File: src/rtl/clk_ctl_pkg.sv
package clk_ctl_pkg;

  // ----------------------------------------
  // Control byte offsets (SMBus command codes)
  // ----------------------------------------
  localparam logic [7:0] REG_REC_N = 8'h0b;
  localparam logic [7:0] REG_REC_SEL_M = 8'h0c;
  localparam logic [7:0] REG_PROG_N = 8'h0d;
  localparam logic [7:0] REG_PROG_M = 8'h0e;
  localparam logic [7:0] REG_CTRL = 8'h0f;
  localparam logic [7:0] REG_SEL = 8'h10;

  // ----------------------------------------
  // Field widths and positions
  // ----------------------------------------
  localparam int N_W = 8;
  localparam int M_W = 7;
  localparam int SEL_W = 5;
  localparam int REC_SEL_BIT = 7;
  localparam int PROG_EN_BIT = 7;
  localparam int CTRL_OVR_BIT = 7;
  localparam int CTRL_RST_EN_BIT = 4;
  localparam int CTRL_TO_BIT = 2;
  localparam int CTRL_WATCHDOG_ENABLE_BIT = 1;

  // ----------------------------------------
  // Reset values and bus constants
  // ----------------------------------------
  localparam logic [7:0] BYTE_RESET = 8'h00;
  localparam logic [N_W-1:0] N_RESET = 8'h00;
  localparam logic [M_W-1:0] M_RESET = 7'h00;
  localparam logic [SEL_W-1:0] SEL_RESET = 5'h00;
  // Arbitrary slave address, not tied to any real part
  localparam logic [6:0] SMB_ADDR_DEFAULT = 7'h5a;
  localparam logic [3:0] BITS_PER_BYTE = 4'h8;

  typedef enum logic [2:0] {
    ST_IDLE,
    ST_ADDR,
    ST_CMD,
    ST_DATA,
    ST_READ,
    ST_RACK
  } smb_state_t;

endpackage

File: src/rtl/reg_access_if.sv
`timescale 1ns/1ps
interface reg_access_if;
  logic wr;
  logic [7:0] addr;
  logic [7:0] wdata;
  logic [7:0] rdata;

  modport engine (output wr, output addr, output wdata, input rdata);
  modport regs (input wr, input addr, input wdata, output rdata);
endinterface

File: src/rtl/clk_freq_ctl.sv
// Behaviour
// - Recovery N/M used when select is one
// - Select zero picks strap latch, one N/M
// - Time-out switches output to recovery automatically
// - Ratio from strap or software per override
// - Programmable enable applies programmed N/M
// - Writing programmed M starts frequency load
// - Zero count sets flag if watchdog enabled; reset if enabled
// - Lock after time-out until enable cleared
`timescale 1ns/1ps
module clk_freq_ctl #(
  parameter logic [6:0] SLAVE_ADDR = clk_ctl_pkg::SMB_ADDR_DEFAULT
) (
  input wire logic mclk_i,
  input wire logic resetn_i,
  input wire logic scl_i,
  input wire logic sda_i,
  output logic sda_o,
  output logic sda_oe_o,
  input wire logic [clk_ctl_pkg::SEL_W-1:0] strap_frequency_selection_i,
  input wire logic watchdog_zero_i,
  output logic [clk_ctl_pkg::N_W-1:0] cpu_n_o,
  output logic [clk_ctl_pkg::M_W-1:0] cpu_m_o,
  output logic cpu_use_nm_o,
  output logic [clk_ctl_pkg::SEL_W-1:0] cpu_table_sel_o,
  output logic [clk_ctl_pkg::SEL_W-1:0] ratio_sel_o,
  output logic freq_load_o,
  output logic recovery_mode_o,
  output logic system_reset_o,
  output logic watchdog_enable_o,
  output logic watchdog_timeout_flag_o
);
  import clk_ctl_pkg::*;

  reg_access_if bus ();

  // ----------------------------------------
  // Control byte state
  // ----------------------------------------
  logic [N_W-1:0] rec_n_q, rec_n_d, prog_n_q, prog_n_d;
  logic [M_W-1:0] rec_m_q, rec_m_d, prog_m_q, prog_m_d;
  logic rec_sel_q, rec_sel_d, prog_en_q, prog_en_d;
  logic ovr_q, ovr_d, rst_en_q, rst_en_d, watchdog_enable_q, watchdog_enable_d;
  logic to_flag_q, to_flag_d, lock_q, lock_d;
  logic [SEL_W-1:0] sw_sel_q, sw_sel_d;
  logic [SEL_W-1:0] strap_s1_q, strap_s1_d, strap_s2_q, strap_s2_d;
  logic [SEL_W-1:0] strap_q, strap_d;
  logic strap_done_q, strap_done_d;
  logic [N_W-1:0] cpu_n_q, cpu_n_d;
  logic [M_W-1:0] cpu_m_q, cpu_m_d;
  logic use_nm_q, use_nm_d, load_q, load_d, sysrst_q, sysrst_d;
  logic [N_W-1:0] app_n_q, app_n_d;
  logic [M_W-1:0] app_m_q, app_m_d;
  logic app_en_q, app_en_d;
  logic [SEL_W-1:0] tab_q, tab_d, ratio_q, ratio_d;
  logic timeout, freq_wr;

  function automatic logic hit(input logic [7:0] a, input logic [7:0] reg_off);
    hit = (a == reg_off);
  endfunction

  smb_byte_slave #(
    .SLAVE_ADDR(SLAVE_ADDR)
  ) u_smb (
    .mclk_i(mclk_i),
    .resetn_i(resetn_i),
    .scl_i(scl_i),
    .sda_i(sda_i),
    .sda_oe_o(sda_oe_o),
    .bus(bus.engine)
  );

  // ----------------------------------------
  // Read-back
  // ----------------------------------------
  always_comb begin
    if (hit(bus.addr, REG_REC_N)) begin
      bus.rdata = rec_n_q;
    end else if (hit(bus.addr, REG_REC_SEL_M)) begin
      bus.rdata = {rec_sel_q, rec_m_q};
    end else if (hit(bus.addr, REG_PROG_N)) begin
      bus.rdata = prog_n_q;
    end else if (hit(bus.addr, REG_PROG_M)) begin
      bus.rdata = {prog_en_q, prog_m_q};
    end else if (hit(bus.addr, REG_CTRL)) begin
      bus.rdata = {ovr_q, 2'b00, rst_en_q, 1'b0, to_flag_q, watchdog_enable_q, 1'b0};
    end else if (hit(bus.addr, REG_SEL)) begin
      bus.rdata = {3'b000, sw_sel_q};
    end else begin
      bus.rdata = BYTE_RESET;
    end
  end

  // ----------------------------------------
  // Control byte writes and watchdog events
  // ----------------------------------------
  // A stopped watchdog cannot expire, so stray zero pulses are ignored
  assign timeout = watchdog_zero_i & watchdog_enable_q;
  // Frequency bytes are frozen while recovery holds the lock
  assign freq_wr = bus.wr & ~lock_q;

  always_comb begin
    rec_n_d = rec_n_q;
    rec_m_d = rec_m_q;
    rec_sel_d = rec_sel_q;
    prog_n_d = prog_n_q;
    prog_m_d = prog_m_q;
    prog_en_d = prog_en_q;
    ovr_d = ovr_q;
    rst_en_d = rst_en_q;
    watchdog_enable_d = watchdog_enable_q;
    sw_sel_d = sw_sel_q;
    to_flag_d = to_flag_q;
    lock_d = lock_q;
    app_n_d = app_n_q;
    app_m_d = app_m_q;
    app_en_d = app_en_q;
    load_d = 1'b0;
    if (freq_wr && hit(bus.addr, REG_REC_N)) begin
      rec_n_d = bus.wdata;
    end else if (freq_wr && hit(bus.addr, REG_REC_SEL_M)) begin
      rec_sel_d = bus.wdata[REC_SEL_BIT];
      rec_m_d = bus.wdata[M_W-1:0];
    end else if (freq_wr && hit(bus.addr, REG_PROG_N)) begin
      prog_n_d = bus.wdata;
    end else if (freq_wr && hit(bus.addr, REG_PROG_M)) begin
      prog_en_d = bus.wdata[PROG_EN_BIT];
      prog_m_d = bus.wdata[M_W-1:0];
      // The pair in use only moves here, so a lone N write cannot glitch the output
      app_en_d = bus.wdata[PROG_EN_BIT];
      app_n_d = prog_n_q;
      app_m_d = bus.wdata[M_W-1:0];
      load_d = 1'b1;
    end else if (freq_wr && hit(bus.addr, REG_SEL)) begin
      sw_sel_d = bus.wdata[SEL_W-1:0];
    end else if (bus.wr && hit(bus.addr, REG_CTRL)) begin
      rst_en_d = bus.wdata[CTRL_RST_EN_BIT];
      watchdog_enable_d = bus.wdata[CTRL_WATCHDOG_ENABLE_BIT];
      if (!lock_q) begin
        ovr_d = bus.wdata[CTRL_OVR_BIT];
      end
      if (bus.wdata[CTRL_TO_BIT]) begin
        to_flag_d = 1'b0;
      end
      if (!bus.wdata[CTRL_WATCHDOG_ENABLE_BIT]) begin
        lock_d = 1'b0;
      end
    end
    // Time-out wins over a clear landing in the same cycle
    if (timeout) begin
      to_flag_d = 1'b1;
      lock_d = 1'b1;
      load_d = 1'b1;
    end
  end

  // ----------------------------------------
  // Strap latch and frequency selection
  // ----------------------------------------
  always_comb begin
    strap_s1_d = strap_frequency_selection_i;
    strap_s2_d = strap_s1_q;
    strap_d = strap_q;
    strap_done_d = 1'b1;
    // Straps are caught once, the first cycle after reset release
    if (!strap_done_q) begin
      strap_d = strap_s2_q;
    end
    sysrst_d = timeout & rst_en_q;
    ratio_d = ovr_q ? sw_sel_q : strap_q;
    tab_d = strap_q;
    cpu_n_d = N_RESET;
    cpu_m_d = M_RESET;
    use_nm_d = 1'b0;
    if (lock_q) begin
      if (rec_sel_q) begin
        use_nm_d = 1'b1;
        cpu_n_d = rec_n_q;
        cpu_m_d = rec_m_q;
      end
    end else if (app_en_q) begin
      use_nm_d = 1'b1;
      cpu_n_d = app_n_q;
      cpu_m_d = app_m_q;
    end
  end

  always_ff @(posedge mclk_i or negedge resetn_i) begin
    if (!resetn_i) begin
      rec_n_q <= N_RESET;
      rec_m_q <= M_RESET;
      rec_sel_q <= 1'b0;
      prog_n_q <= N_RESET;
      prog_m_q <= M_RESET;
      prog_en_q <= 1'b0;
      ovr_q <= 1'b0;
      rst_en_q <= 1'b0;
      watchdog_enable_q <= 1'b0;
      sw_sel_q <= SEL_RESET;
      to_flag_q <= 1'b0;
      lock_q <= 1'b0;
      load_q <= 1'b0;
      app_n_q <= N_RESET;
      app_m_q <= M_RESET;
      app_en_q <= 1'b0;
      strap_q <= SEL_RESET;
      strap_done_q <= 1'b0;
      sysrst_q <= 1'b0;
      ratio_q <= SEL_RESET;
      tab_q <= SEL_RESET;
      cpu_n_q <= N_RESET;
      cpu_m_q <= M_RESET;
      use_nm_q <= 1'b0;
    end else begin
      rec_n_q <= rec_n_d;
      rec_m_q <= rec_m_d;
      rec_sel_q <= rec_sel_d;
      prog_n_q <= prog_n_d;
      prog_m_q <= prog_m_d;
      prog_en_q <= prog_en_d;
      ovr_q <= ovr_d;
      rst_en_q <= rst_en_d;
      watchdog_enable_q <= watchdog_enable_d;
      sw_sel_q <= sw_sel_d;
      to_flag_q <= to_flag_d;
      lock_q <= lock_d;
      load_q <= load_d;
      app_n_q <= app_n_d;
      app_m_q <= app_m_d;
      app_en_q <= app_en_d;
      strap_q <= strap_d;
      strap_done_q <= strap_done_d;
      sysrst_q <= sysrst_d;
      ratio_q <= ratio_d;
      tab_q <= tab_d;
      cpu_n_q <= cpu_n_d;
      cpu_m_q <= cpu_m_d;
      use_nm_q <= use_nm_d;
    end
  end

  // Strap synchroniser runs through reset, so the latch sees settled pins at release
  always_ff @(posedge mclk_i) begin
    strap_s1_q <= strap_s1_d;
    strap_s2_q <= strap_s2_d;
  end

  assign sda_o = 1'b0;
  assign cpu_n_o = cpu_n_q;
  assign cpu_m_o = cpu_m_q;
  assign cpu_use_nm_o = use_nm_q;
  assign cpu_table_sel_o = tab_q;
  assign ratio_sel_o = ratio_q;
  assign freq_load_o = load_q;
  assign recovery_mode_o = lock_q;
  assign system_reset_o = sysrst_q;
  assign watchdog_enable_o = watchdog_enable_q;
  assign watchdog_timeout_flag_o = to_flag_q;
endmodule

File: src/rtl/smb_byte_slave.sv
`timescale 1ns/1ps
module smb_byte_slave #(
  parameter logic [6:0] SLAVE_ADDR = clk_ctl_pkg::SMB_ADDR_DEFAULT
) (
  input wire logic mclk_i,
  input wire logic resetn_i,
  input wire logic scl_i,
  input wire logic sda_i,
  output logic sda_oe_o,
  reg_access_if.engine bus
);
  import clk_ctl_pkg::*;

  smb_state_t state_q, state_d;
  logic scl_s1_q, scl_s1_d, scl_s2_q, scl_s2_d, scl_p_q, scl_p_d;
  logic sda_s1_q, sda_s1_d, sda_s2_q, sda_s2_d, sda_p_q, sda_p_d;
  logic [7:0] sh_q, sh_d, ptr_q, ptr_d;
  logic [3:0] cnt_q, cnt_d;
  logic ack_q, ack_d, oe_q, oe_d, wr_q, wr_d;
  logic rise, fall, start, stop;

  // --------------------------------
  // Pin synchronisers and edges
  // --------------------------------
  assign rise = scl_s2_q & ~scl_p_q;
  assign fall = ~scl_s2_q & scl_p_q;
  assign start = scl_s2_q & scl_p_q & sda_p_q & ~sda_s2_q;
  assign stop = scl_s2_q & scl_p_q & ~sda_p_q & sda_s2_q;

  always_comb begin
    scl_s1_d = scl_i;
    scl_s2_d = scl_s1_q;
    scl_p_d = scl_s2_q;
    sda_s1_d = sda_i;
    sda_s2_d = sda_s1_q;
    sda_p_d = sda_s2_q;
    state_d = state_q;
    sh_d = sh_q;
    ptr_d = ptr_q;
    cnt_d = cnt_q;
    ack_d = ack_q;
    oe_d = oe_q;
    wr_d = 1'b0;
    if (stop) begin
      state_d = ST_IDLE;
      oe_d = 1'b0;
      ack_d = 1'b0;
    end else if (start) begin
      // Repeated start keeps the command pointer for a byte read
      state_d = ST_ADDR;
      cnt_d = 4'h0;
      oe_d = 1'b0;
      ack_d = 1'b0;
    end else if (rise) begin
      if (state_q == ST_READ) begin
        cnt_d = cnt_q + 4'h1;
      end else if (state_q == ST_RACK) begin
        if (sda_s2_q) begin
          state_d = ST_IDLE;
        end else begin
          ptr_d = ptr_q + 8'h01;
        end
      end else if (state_q != ST_IDLE && !ack_q) begin
        sh_d = {sh_q[6:0], sda_s2_q};
        cnt_d = cnt_q + 4'h1;
      end
    end else if (fall) begin
      if (ack_q) begin
        ack_d = 1'b0;
        oe_d = 1'b0;
        cnt_d = 4'h0;
        if (state_q == ST_ADDR && sh_q[0]) begin
          state_d = ST_READ;
          sh_d = bus.rdata;
          oe_d = ~bus.rdata[7];
        end else if (state_q == ST_ADDR) begin
          state_d = ST_CMD;
        end else begin
          state_d = ST_DATA;
        end
      end else if (state_q == ST_READ) begin
        if (cnt_q == BITS_PER_BYTE) begin
          oe_d = 1'b0;
          state_d = ST_RACK;
        end else begin
          sh_d = {sh_q[6:0], 1'b0};
          oe_d = ~sh_q[6];
        end
      end else if (state_q == ST_RACK) begin
        state_d = ST_READ;
        cnt_d = 4'h0;
        sh_d = bus.rdata;
        oe_d = ~bus.rdata[7];
      end else if (state_q != ST_IDLE && cnt_q == BITS_PER_BYTE) begin
        if (state_q == ST_ADDR && sh_q[7:1] != SLAVE_ADDR) begin
          state_d = ST_IDLE;
        end else begin
          ack_d = 1'b1;
          oe_d = 1'b1;
          if (state_q == ST_CMD) begin
            ptr_d = sh_q;
          end else if (state_q == ST_DATA) begin
            wr_d = 1'b1;
          end
        end
      end
    end
    // Block writes advance the pointer after each stored byte
    if (wr_q) begin
      ptr_d = ptr_q + 8'h01;
    end
  end

  always_ff @(posedge mclk_i or negedge resetn_i) begin
    if (!resetn_i) begin
      scl_s1_q <= 1'b1;
      scl_s2_q <= 1'b1;
      scl_p_q <= 1'b1;
      sda_s1_q <= 1'b1;
      sda_s2_q <= 1'b1;
      sda_p_q <= 1'b1;
      state_q <= ST_IDLE;
      sh_q <= BYTE_RESET;
      ptr_q <= BYTE_RESET;
      cnt_q <= 4'h0;
      ack_q <= 1'b0;
      oe_q <= 1'b0;
      wr_q <= 1'b0;
    end else begin
      scl_s1_q <= scl_s1_d;
      scl_s2_q <= scl_s2_d;
      scl_p_q <= scl_p_d;
      sda_s1_q <= sda_s1_d;
      sda_s2_q <= sda_s2_d;
      sda_p_q <= sda_p_d;
      state_q <= state_d;
      sh_q <= sh_d;
      ptr_q <= ptr_d;
      cnt_q <= cnt_d;
      ack_q <= ack_d;
      oe_q <= oe_d;
      wr_q <= wr_d;
    end
  end

  assign sda_oe_o = oe_q;
  assign bus.wr = wr_q;
  assign bus.addr = ptr_q;
  assign bus.wdata = sh_q;
endmodule

File: config.mk
export PLATFORM = sky130hd
export DESIGN_NAME = clk_freq_ctl
export DESIGN_NICKNAME = d
export VERILOG_FILES = /design/src/rtl/clk_ctl_pkg.sv /design/src/rtl/reg_access_if.sv /design/src/rtl/clk_freq_ctl.sv /design/src/rtl/smb_byte_slave.sv
export SDC_FILE = /design/constraint.sdc
export NUM_CORES = 1
export LEC_CHECK = 0
export ABC_CLOCK_PERIOD_IN_PS = 3350
export BUFFER_PORTS_ARGS = -buffer_cell sky130_fd_sc_hd__buf_4
export CAP_MARGIN = 40
export CORE_ASPECT_RATIO = 0.6
export CORE_MARGIN = 1.5
export CORE_UTILIZATION = 50
export DETAILED_ROUTE_END_ITERATION = 10
export PLACE_DENSITY_LB_ADDON = 0.3
export SETUP_SLACK_MARGIN = 0.02
export SLEW_MARGIN = 40
export SYNTH_ARGS = -nofsm -noshare
export SYNTH_HDL_FRONTEND = slang
export SYNTH_SLANG_ARGS = --single-unit
export TNS_END_PERCENT = 5
File: constraint.sdc
create_clock -name mclk_i -period 3.35 [get_ports mclk_i]
set_input_delay 0.5025 -clock mclk_i [delete_from_list [all_inputs] [get_ports mclk_i]]
set_output_delay 0.5025 -clock mclk_i [all_outputs]
set_load 0.03 [all_outputs]
==> summary.txt <==
CP Launch Type - flop
Routed WL - 15.36 mm
worst-skew pair later-pin latency - 410 ps
post-synthesis register bit count - 126
WP data required - 3650 ps
top_reg_cell synth - dfrtp_1
n_diodes - 0
Cells after Synth - 531
largest net degree at the start of global routing - 62
Worst-path clk slew - 60 ps
VDD IR max - 351.3 uV
post-synth top area cell - dfrtp_1
Synth area leaders - dfrtp_1 47%, mux2_2 11%, dfxtp_1 3.4%
Post-layout nets - 585
starting density of the core - 51.67%
Sink Count - 126
drt first pass iters - 5
Clock Path Buffers - 2
gr usage total - 26.20%
Crit Path Max Fanout - 14
Critical Path End Type - flop
Crit path arrival time - 2830 ps
CTS tree - yes
clock skew - 8.254 ps
cts hold-fix bufs - 0
routed vias/inst - 6.011
DP Area - 6302 um2
Final setup viols - 0
final hold vios - 0
total CTS buffers - 17
EDFF count, synth - 0
setup_tns - 0 ps
fraction of registers with async set/reset - 92.06%
synth warn - 0
Root Buffer - clkbuf_16
RSZ-0062 raised after global routing - false
area grow syn2layout - 17.70%
number of global-route vias before repair - 4,175
Achievable Freq - 395.1 MHz
P per Cell Area - 608.2 nW/um2
Slew Limit Fails - 0
Post-CTS Resized - 0
top-count cell post-synth - dfrtp_1
vias post-DR - 4,442
IO Port Bufs - 41
DRT antenna net count - 0
worst slew pin tran - 872.8 ps
gpl congestion - 0.9631
Mapped Area - 5896 um2
initial antenna violation count - 0
DIE AREA - 12,470 um2
Core ar. - 11,410 um2
I/O pin cnt - 43
Post-Syn Nets - 550
min Tclk post-route - 2531 ps
fin crit share - 75.56%
top cell type's share of synthesized area - 46.69%
residual DRC count - 0
die width - 143.2 um
DRC marker count from the first detailed-route iteration - 529
Min-Delay Path Class - in2reg
Lkg Pwr - 3.103 nW
fin util - 60.81%
grt total ovfl - 0
first-pass GRT wire length - 24.01 mm
sequential area share after synthesis - 52.76%
MaxCap Viol Count - 0
die height - 87.11 um
max_slew headroom - 41.36%
synth cell count leaders - 110 x dfrtp_1, 57 x mux2_2, 42 x nand2_1
Mapped Avg Cell Area - 11.10 um2
number of H-tree levels - 4
Rows - 30
layout cell share with drive strength beyond 1 - 26.77%
Design Area, Final - 6939 um2
Tot Pwr - 4.221 mW
WL/cell - 20.78 um
Unique masters post-synth - 68
Post-DP HPWL - 10.75 mm
status - complete, no violations
Setup CP Type - reg2reg
postcts setup bufs - 0
==> layout make-up <==
| class | count | area (um2) |
|---|---|---|
| fillers | 911 | 4472 |
| multi-input cells | 351 | 2551 |
| flip-flops and latches | 126 | 3110 |
| inverters | 22 | 82.58 |
| well taps | 160 | 200.2 |
| repair buffers | 48 | 387.9 |
| clock inverters | 14 | 167.7 |
| clock buffers | 18 | 439.2 |
==> stage by stage <==
stage | hold WS (ps) | worst slack (ps) | std cells
6_report | 184.0 | 818.7 | 739
5_1_grt | 170.5 | 695.2 | 739
4_1_cts | 164.1 | 833.9 | 737
3_5_place_dp | 314.7 | 851.4 | 705
3_3_place_gp | 309.6 | 964.7 | 705
2_1_floorplan | 206.9 | 1062 | 531
==> flip-flops by register name, indices dropped and copies added, names as in the netlist, 7 cells and up <==
register and flops:
app_n_q 8, rec_n_q 8, prog_n_q 8, u_smb.bus.addr 8, app_m_q 7, rec_m_q 7
cpu_m_o 7, u_smb.bus.wdata 8, cpu_n_o 8
==> critical path, cell delays in order (launching register included) <==
cell and delay, ps:
dfrtp_1 420, inv_1 90, ha_1 360, or3b_2 520
nand2_1 80, and3_1 270, buf_4 280, mux2_2 370
==> logic make-up after synthesis <==
family          count (synthesis)  share of synthesized area (%)
other cells                     2                         0.1274
fa+ha+maj                       9                          1.910
mux                            65                          12.25
simple gates                  150                          14.30
xor+xnor                        1                         0.1486
buf+inv                        54                          4.011
flops                         126                          52.76
compound gates                124                          14.50
==> per-layer routing <==
metal	GRT usage, %	vias up	share of wire, %
met5	0	-	0
met3	6.102	13	7.4
li1	-	2004	-
met4	7.873	0	0.94
met1	41.14	2223	50
met2	35.22	202	42
==> placed cells by master, fill, tap and decap left out, types with 3 or more instances in the layout <==
cell,netlist,layout
o211ai_1,3,3
a22oi_1,4,4
nor3_1,7,7
clkbuf_16,0,17
nand3b_1,3,3
mux2i_1,8,8
o31ai_1,4,4
or2_2,3,3
a22o_1,17,17
nand3_1,17,17
nand4_1,3,3
nor2b_1,8,7
a221oi_1,5,5
a31oi_1,3,3
buf_4,2,45
nor3b_1,6,6
dfstp_2,6,6
inv_1,22,22
o21a_1,4,4
a21oi_1,25,25
inv_6,0,7
and3_1,4,4
nand2b_1,8,8
o22ai_1,5,5
nand2_1,42,42
and3b_1,3,3
dfxtp_1,10,10
mux2_2,57,57
a211oi_1,4,4
or4_1,3,3
dfrtp_1,110,110
o21ai_0,27,27
nor2_1,21,21
ha_1,9,9
and2_1,6,6
==> worst paths after layout <==
path,startpoint,endpoint,slack [ps],cells past startpoint
worst max-delay path,u_smb.bus.addr[1],app_n_q[2],820,7
worst min-delay path,strap_frequency_selection_i[2],strap_s1_q[2],180,1
worst max register to register,u_smb.bus.addr[1],app_n_q[2],820,7
worst min register to register,strap_s1_q[1],strap_s2_q[1],330,0
max in group asynchronous,resetn_i,rec_m_q[0],2270,3
min in group asynchronous,resetn_i,rec_n_q[4],490,2
==> report_power, final <==
group / internal, mW / switching (mW) / total (mW)
clock: 1.14 / 0.743 / 1.89
combinational: 0.211 / 0.376 / 0.586
sequential: 1.60 / 0.147 / 1.75
(Power assumes the default switching activity.)
